`src/include/scds_pkg.sv`:
```
// Purpose: Constants and types for the serial clock divider select block
// Assumes: Avalon-MM slave with 32-bit data, byte addresses
// Notes:   Clock division codes run 0110..1101 for divide by 2..256
package scds_pkg;

    localparam int          SCDS_ADDR_W         = 16;
    localparam int          SCDS_DATA_W         = 32;
    localparam int          SCDS_NUM_CH         = 2;
    localparam int          SCDS_PRE_W          = 9;

    localparam logic [15:0] SCDS_SEL_OFFSET     = 16'hff43;
    localparam logic [15:0] SCDS_OSC_OFFSET     = 16'hff44;
    localparam logic [15:0] SCDS_SRC_OFFSET     = 16'hff48;

    localparam logic [7:0]  SCDS_SEL_RESET      = 8'h88;
    localparam logic        SCDS_OSC_RESET      = 1'b0;
    localparam logic [1:0]  SCDS_SRC_RESET      = 2'h0;

    localparam logic [3:0]  SCDS_CODE_MIN       = 4'h6;
    localparam logic [3:0]  SCDS_CODE_MAX       = 4'hd;
    localparam int          SCDS_CH0_LSB        = 0;
    localparam int          SCDS_CH1_LSB        = 4;
    localparam int          SCDS_OSC_BIT        = 0;

    localparam logic [1:0]  SCDS_SRC_EXT        = 2'h0;
    localparam logic [1:0]  SCDS_SRC_TIMER      = 2'h2;
    localparam logic [1:0]  SCDS_SRC_DIV        = 2'h3;

    typedef enum logic [1:0]
    {
        SCDS_IDLE = 2'b00,
        SCDS_ACK  = 2'b01
    } scds_bus_t;

endpackage

```
`src/core/scds_divider.sv`:
```
// Purpose: Free running prescaler and per-channel tap selection
// Assumes: One clock, synchronous inputs
// Notes:   Taps are one-cycle enables, not clocks
`timescale 1ns/1ps
`default_nettype none
module scds_divider
#(
    parameter int PRE_W = 9
)
(
    // Clock and reset
    input  wire logic             clk,
    input  wire logic             rst,
    // Control
    input  wire logic             osc_full,
    input  wire logic [7:0]       sel,
    // Ticks
    output var  logic [1:0]       tick
);
    import scds_pkg::*;

    typedef struct packed
    {
        logic             half;
        logic [PRE_W-1:0] pre;
        logic [1:0]       tick;
    } scds_div_t;

    scds_div_t st_r;
    scds_div_t st_nxt;
    logic      main_en;

    // The widest tap needs eight prescaler bits plus one spare
    if (PRE_W < 9)
    begin : g_pre_w_check
        $error("PRE_W too small for divide by 256");
    end

    // Main system clock: every cycle or every other one
    assign main_en = osc_full | st_r.half;

    always_comb
    begin
        st_nxt      = st_r;
        st_nxt.half = ~st_r.half;
        if (main_en)
            st_nxt.pre = st_r.pre + 1'b1;
        for (int c = 0; c < SCDS_NUM_CH; c++)
        begin
            logic [3:0] code;
            int         k;
            code = sel[c*4 +: 4];
            k    = int'(code) - int'(SCDS_CODE_MIN) + 1;
            st_nxt.tick[c] = 1'b0;
            // Divide by 2**k; other codes give no tick
            if (code >= SCDS_CODE_MIN && code <= SCDS_CODE_MAX && main_en)
                st_nxt.tick[c] = (st_r.pre & ((PRE_W'(1) << k) - 1'b1)) == ((PRE_W'(1) << k) - 1'b1);
        end
    end

    always_ff @(posedge clk or posedge rst)
    begin
        if (rst)
            st_r <= '0;
        else
            st_r <= st_nxt;
    end

    assign tick = st_r.tick;
endmodule
`default_nettype wire

```
`src/core/scds_top.sv`:
```
// Purpose: Serial clock divider select register with channel clock enables
// Assumes: Avalon-MM slave, one clock at 20 MHz
// Notes:   ch1 is a one-cycle enable at the divided rate; ch0 is too only with source SCDS_SRC_DIV, else it follows its selected tick input
//
// Our own choice: the Avalon-MM register port.
`timescale 1ns/1ps
`default_nettype none
module scds_top
(
    // Clock and reset
    input  wire logic                          clk,
    input  wire logic                          rst,
    // Avalon-MM slave
    input  wire logic [scds_pkg::SCDS_ADDR_W-1:0] address,
    input  wire logic                          read,
    input  wire logic                          write,
    input  wire logic [scds_pkg::SCDS_DATA_W-1:0] writedata,
    input  wire logic [3:0]                    byteenable,
    output logic [scds_pkg::SCDS_DATA_W-1:0]   readdata,
    output logic                               waitrequest,
    // Channel inputs
    input  wire logic                          ch0_ext_tick,
    input  wire logic                          ch0_timer_tick,
    // Channel clock enables
    output logic                               ch0_clk_en,
    output logic                               ch1_clk_en
);
    import scds_pkg::*;

    typedef struct packed
    {
        scds_bus_t               bus;
        logic [7:0]              sel;
        logic                    osc_full;
        logic [1:0]              src;
        logic [SCDS_DATA_W-1:0]  rdata;
        logic                    ch0;
        logic                    ch1;
        logic                    wreq;
    } scds_st_t;

    scds_st_t   st_r;
    scds_st_t   st_nxt;
    logic [1:0] tick;

    scds_divider
    #(
        .PRE_W    (SCDS_PRE_W)
    )
    u_div
    (
        .clk      (clk),
        .rst      (rst),
        .osc_full (st_r.osc_full),
        .sel      (st_r.sel),
        .tick     (tick)
    );

    always_comb
    begin
        st_nxt       = st_r;
        st_nxt.ch1   = tick[1];
        // Channel 0 source mux
        case (st_r.src)
            SCDS_SRC_DIV:   st_nxt.ch0 = tick[0];
            SCDS_SRC_TIMER: st_nxt.ch0 = ch0_timer_tick;
            default:        st_nxt.ch0 = ch0_ext_tick;
        endcase
        case (st_r.bus)
            SCDS_IDLE:
            begin
                if ((read || write) && address[1:0] == 2'b00)
                begin
                    st_nxt.bus   = SCDS_ACK;
                    st_nxt.rdata = '0;
                end
                else if (read || write)
                    st_nxt.bus = SCDS_ACK;
            end
            SCDS_ACK:
                st_nxt.bus = SCDS_IDLE;
            default:
                st_nxt.bus = SCDS_IDLE;
        endcase
        // Registers at word-aligned byte addresses holding each printed offset
        if (st_r.bus == SCDS_IDLE && (read || write))
        begin
            st_nxt.rdata = '0;
            if ({address[15:2], 2'b00} == {SCDS_SEL_OFFSET[15:2], 2'b00})
            begin
                st_nxt.rdata[7:0] = st_r.sel;
                if (write && byteenable[SCDS_SEL_OFFSET[1:0]])
                    st_nxt.sel = writedata[8*SCDS_SEL_OFFSET[1:0] +: 8];
                else
                    st_nxt.sel = st_r.sel;
                st_nxt.rdata = {24'h00_0000, st_r.sel} << (8*SCDS_SEL_OFFSET[1:0]);
            end
            else if ({address[15:2], 2'b00} == SCDS_OSC_OFFSET)
            begin
                st_nxt.rdata[SCDS_OSC_BIT] = st_r.osc_full;
                if (write && byteenable[0])
                    st_nxt.osc_full = writedata[SCDS_OSC_BIT];
            end
            else if ({address[15:2], 2'b00} == SCDS_SRC_OFFSET)
            begin
                st_nxt.rdata[1:0] = st_r.src;
                if (write && byteenable[0])
                    st_nxt.src = writedata[1:0];
            end
            else
            begin
                st_nxt.sel = st_r.sel;
            end
        end
        // Wait is low only in the answer cycle, so it can come from a flop
        st_nxt.wreq = (st_nxt.bus != SCDS_ACK);
    end

    always_ff @(posedge clk or posedge rst)
    begin
        if (rst)
        begin
            st_r          <= '0;
            st_r.wreq     <= 1'b1;
            st_r.bus      <= SCDS_IDLE;
            st_r.sel      <= SCDS_SEL_RESET;
            st_r.osc_full <= SCDS_OSC_RESET;
            st_r.src      <= SCDS_SRC_RESET;
        end
        else
            st_r <= st_nxt;
    end

    // Request held until acknowledged one cycle later
    assign waitrequest = st_r.wreq;
    assign readdata    = st_r.rdata;
    assign ch0_clk_en  = st_r.ch0;
    assign ch1_clk_en  = st_r.ch1;
endmodule
`default_nettype wire

```
`config.mk`:
```
export PLATFORM = sky130hd
export DESIGN_NAME = scds_top
export DESIGN_NICKNAME = d
export VERILOG_FILES = /design/src/include/scds_pkg.sv /design/src/core/scds_divider.sv /design/src/core/scds_top.sv
export SDC_FILE = /design/constraint.sdc
export NUM_CORES = 1
export LEC_CHECK = 0
export BUFFER_PORTS_ARGS = -buffer_cell sky130_fd_sc_hd__buf_2
export CORE_MARGIN = 10
export CORE_UTILIZATION = 35
export DETAILED_ROUTE_END_ITERATION = 8
export PLACE_DENSITY = 0.62
export SYNTH_ARGS = -nofsm -noshare
export SYNTH_HDL_FRONTEND = slang
export SYNTH_SLANG_ARGS = --single-unit
```
`constraint.sdc`:
```
create_clock -name clk -period 8.84 [get_ports clk]
set_input_delay 0.884 -clock clk [delete_from_list [all_inputs] [get_ports clk]]
set_output_delay 0.884 -clock clk [all_outputs]
set_load 0.01 [all_outputs]
```
### After elaboration in Yosys (flattened, before gate mapping)

Index checks and enable logic that the tools add are counted.

* magnitude comparators: 4
* reductions and logical operators: 17
* eq/ne operators: 8
* shift operators: 2
* add/sub/neg operators: 7
* bitwise logic cells: 6
* mux-type cells: 14

Operators with widths (number)
* 32-bit 2-to-1 mux: 3
* 32-bit by 2-bit adder with 32-bit output, second input constant: 2
* 1-bit by 32-bit left shift with 9-bit output, first input constant: 2
* 14-bit equality test, second input constant: 3
* 30-bit 2-to-1 mux: 1
* 9-bit AND: 2
* 9-bit equality test: 2
* 9-bit by 1-bit subtractor with 9-bit output, second input constant: 2
* 2-bit 2-to-1 mux: 5
* 4-bit by 3-bit subtractor with 5-bit output, second input constant: 2
* 9-bit by 1-bit adder with 9-bit output, second input constant: 1
* 4-bit by 3-bit >= comparator with 1-bit output, second input constant: 2
* 4-bit <= comparator, second input constant: 2
* 1-bit logical AND: 8
* 5-bit AND reduction: 1
* 2-bit equality test, second input constant: 2
* 2-bit logical NOT: 2
* 1-bit 2-to-1 mux: 4
* 4-bit AND reduction: 1
* 2-bit nonzero test: 2
* 1-bit inverter: 3
* 3-bit AND reduction: 1
* 2-bit by 1-bit != test with 1-bit output, second input constant: 1
* 1-bit one-hot mux with 2 select lines: 1
* 3 further kinds: 3

* input port bits: 58
* output and inout port bits: 35
* word-level logic and storage cells: 69
* register bits after elaboration: 60

### Longest topological paths before layout

* word-level depth: 7
* depth in mapped cells: 18
* depth with buffers taken out: 18

### Modules after synthesis

A second synthesis with hierarchy kept.

* cell total of the unflattened synthesis: 276
* area, all modules: 2730.1 um2

Modules (own cells, without submodules)
* scds_divider: cells an instance 169, instances 1, area an instance 1437.6 um2, seq. area each 300.3 um2
* scds_top: cells an instance 107, instances 1, area an instance 1292.5 um2, seq. area each 654.4 um2

### Least setup slack after synthesis

OpenSTA, ideal clock, no wires.

* path type: flip-flop to flip-flop
* from: register st_r[41] (netlist name)
* to: register u_div.st_r (netlist bit u_div.tick[0])
* library setup time: 0.094 ns
* setup slack: 4.671 ns
* required time: 8.746 ns
* arrival: 4.076 ns
* stages on the path, launching flop included: 16
* clock period less this slack: 4.169 ns
* buffers on the path: 0
* cell sequence: dfstp_2 inv_1 ha_1 and3b_1 nand2_1 ha_1 nor2b_1 nand3_1 or3b_2 or3_2 ha_1 nor2_1 a2111oi_0 o31ai_1 or4_1 a211oi_1

RTL lines
* to (signal assigned): RTL line scds_divider.sv:66 `st_r <= st_nxt;`
* to (decl): RTL line scds_divider.sv:29 `scds_div_t st_r;`

==> results.yml <==
pwr:
  pwr-share-clk_pct: 46.0
  comb_power_share_pct: 6.8
  finalPower_mw: 0.386
  ir_worst_vdd_mv: 0.0868
  power_leakage_nw: 1.35
  powerDensity_nw_per_um2: 125
  p_seq_share_pct: 47.2
  switching_share_pct: 22.0
  p_int_mw: 0.301
  switchingPower_mw: 0.0849
sta:
  finalCritPeriodShare_pct: 52.1
  fmax_mhz: 217
  period_minus_slack_ps: 4610
  drv_slew: 0
  setup_viol: 0
  setup_tns_ps: 0
  rsz0062_at_grt: "false"
  worstMarginPinSlew_ps: 866
  slew_headroom_pct: 41.8
  holdWs_ps: 360
  fin_worst_skew_ps: 6.44
  hold_viol_final: 0
drt:
  vias: 2160
  wirelength_um: 5930
  drt_iter0_markers: 104
  post_drt_wl_per_cell_um: 13.7
  final_antenna_net_count: 0
  dr.pass1.iters: 4
  drc: 0
  viasPerCell: 4.99
clock_tree:
  cts-htree-levels: 2
  clock-root-buffer: "clkbuf_8"
  numCtsBuffers: 5
  ctsResizeCount: 0
  postCtsHoldBufs: 0
  cts_setup_buffers: 0
  path_clk_slew_ps: 80
  clock_path_buffers: 2
  cts_tree: "built"
  clkSinkCount: 38
  clkLatencyLatePin_ps: 290
yosys:
  synth_adder_area_share_pct: 11.2
  synth_top_family_by_area: "simple AND/OR/NAND/NOR gates"
  synth_area_leaders: "dfrtp_1, ha_1, buf_4, mux2_2, xnor2_1"
  synth-compound-area-share_pct: 11.3
  avgSynthCellArea_um2: 9.40
  ys_types: 58
  synth.cell_area_um2: 2780
  yosysWarnings: 0
  synth-seq-cells: 38
  synthXorXnorAreaFrac_pct: 5.62
  synth_edf_count: 0
  synth_top_area_cell: "dfrtp_1"
  synth_seq_area_share_pct: 34.3
  synth_top_area_share_pct: 31.5
  synthSimpleGateAreaFrac_pct: 19.6
  netlist_instances: 296
  synthFlopType: "dfrtp_1"
  synthMuxAreaShare_pct: 5.58
  async_reset_ff_share_pct: 100
floorplan:
  core_um2: 7730
  ioPinCount: 93
  initial_core_util_pct: 36.0
  dieArea_um2: 11900
  row_count: 32
  die_y_um: 109
  die_x_um: 109
place:
  hpwl_um: 4650
  port_buffers: 44
  gp_congestion: 0.846
  placed_cells: 425
global_routing:
  overflow: 0
  grt_max_degree: 39
  grt_pass1_vias: 2172
  track_usage_pct: 10.3
  antenna_found_initial: 0
  grt_pass1_wl_um: 10100
cells_and_area:
  fin_nets: 413
  drive_above_1_share_pct: 23.3
  syn2layout_area_growth_pct: 10.7
  fillers: 785
  fin_cells: 433
  final_common_cell: "buf_2"
  final_cell_mix: "buf_2, dfrtp_1, nand2_1"
  diodes: 0
hold_path:
  min-delay-start: "u_div.tick[1]"
  worstHoldEndpoint: "ch1_clk_en"
  hp-class: "reg2reg"
  hold_depth: 0
setup_path:
  worstPathMaxFanout: 7
  cp-start-kind: "register"
  critPathKind: "reg2reg"
  reg2reg_depth: 16
  r2r_start: "st_r[40]"
  cp_data_arrival_time_ps: 4790
  endpoint_kind: "register"
  crit_required_ps: 9030
  r2r_slack_ps: 4230
  r2r-end: "u_div.tick[0]"
run_status:
  status: "finished clean"
flow_run:
  max_cap_viol_count: 0
==> power groups by stage <==
| stage | Clock (mW) | Sequential [mW] | Combinational (mW) |
|---|---|---|---|
| floorplan | 0 | 0.184 | 0.0231 |
| detailed placement | 0 | 0.186 | 0.0262 |
| CTS | 0.181 | 0.182 | 0.0263 |
| finish | 0.177 | 0.182 | 0.0262 |
| global route | 0.187 | 0.183 | 0.0299 |
| global placement | 0 | 0.186 | 0.0256 |
==> through the flow <==
step                setup slack [ps]  cell area, um^2  utilization (%)
floorplan                       4670             2870                -
global placement                4270             2940             38.1
detailed placement              4200             2940             38.1
CTS                             4180             3080             39.9
global route                    3860             3080             39.9
finish                          4230             3080             39.9
==> flip-flops by register name, summed over array words and instances (netlist names) <==
name	count
ch0_clk_en	1
ch1_clk_en	1
readdata	10
st_r	13
u_div.st_r	10
u_div.tick	2
waitrequest	1
==> synth_stat cells, types with 5 or more instances <==
master   number
a21oi_1       5
mux2_2       12
nor3_1        8
a22o_1        8
nor4_1        6
inv_1        15
nand3_1      13
dfrtp_1      35
nand2_1      26
ha_1         25
xnor2_1      12
buf_4        34
nand4_1       5
nor2_1       18
==> final cells by class <==
class                      instances  area [um^2]  share of cell area, %
multi-input combinational        224         1570                   51.0
clock inverter                     3         68.8                   2.23
inverter                          15         56.3                   1.83
sequential                        38          955                   31.0
tap                              102          128                   4.14
timing repair buffer              46          235                   7.63
clock buffer                       5         68.8                   2.23
==> cells by family after synthesis <==
kind of cell / count (synthesis)
flops: 38
buf+inv: 56
fa+ha+maj: 25
mux: 14
other cells: 1
compound gates: 42
simple gates: 103
xor+xnor: 17
==> critical path, cell delays in order (launching register included) <==
cell and delay [ps]:
dfrtp_1 470, ha_1 190, inv_1 40, ha_1 320, and3b_1 330, nand2_1 80
ha_1 300, nor2b_1 170, nand3_1 80, or3b_2 470, or3_2 450, ha_1 300
nor2_1 40, a2111oi_0 380, o31ai_1 120, or4_1 550, a211oi_1 210
==> per-layer routing <==
layer / GRT usage, % / vias up / share of wire, %
met5: 0 / - / 0
met4: 3.58 / 0 / 1.2
met3: 2.54 / 7 / 7.7
met2: 16.4 / 62 / 45
met1: 13.2 / 1022 / 46
li1: - / 1069 / -
==> how the worst max path moves through the flow <==
stage | startpoint | end | cells after the start
3_5_place_dp | st_r[40] | u_div.tick[0] | 16
4_1_cts | st_r[40] | u_div.tick[0] | 16
2_1_floorplan | st_r[41] | u_div.tick[0] | 15
3_3_place_gp | st_r[40] | u_div.tick[0] | 16
5_1_grt | st_r[40] | u_div.tick[0] | 16
6_report | st_r[40] | u_div.tick[0] | 16
(Power assumes the default switching activity.)
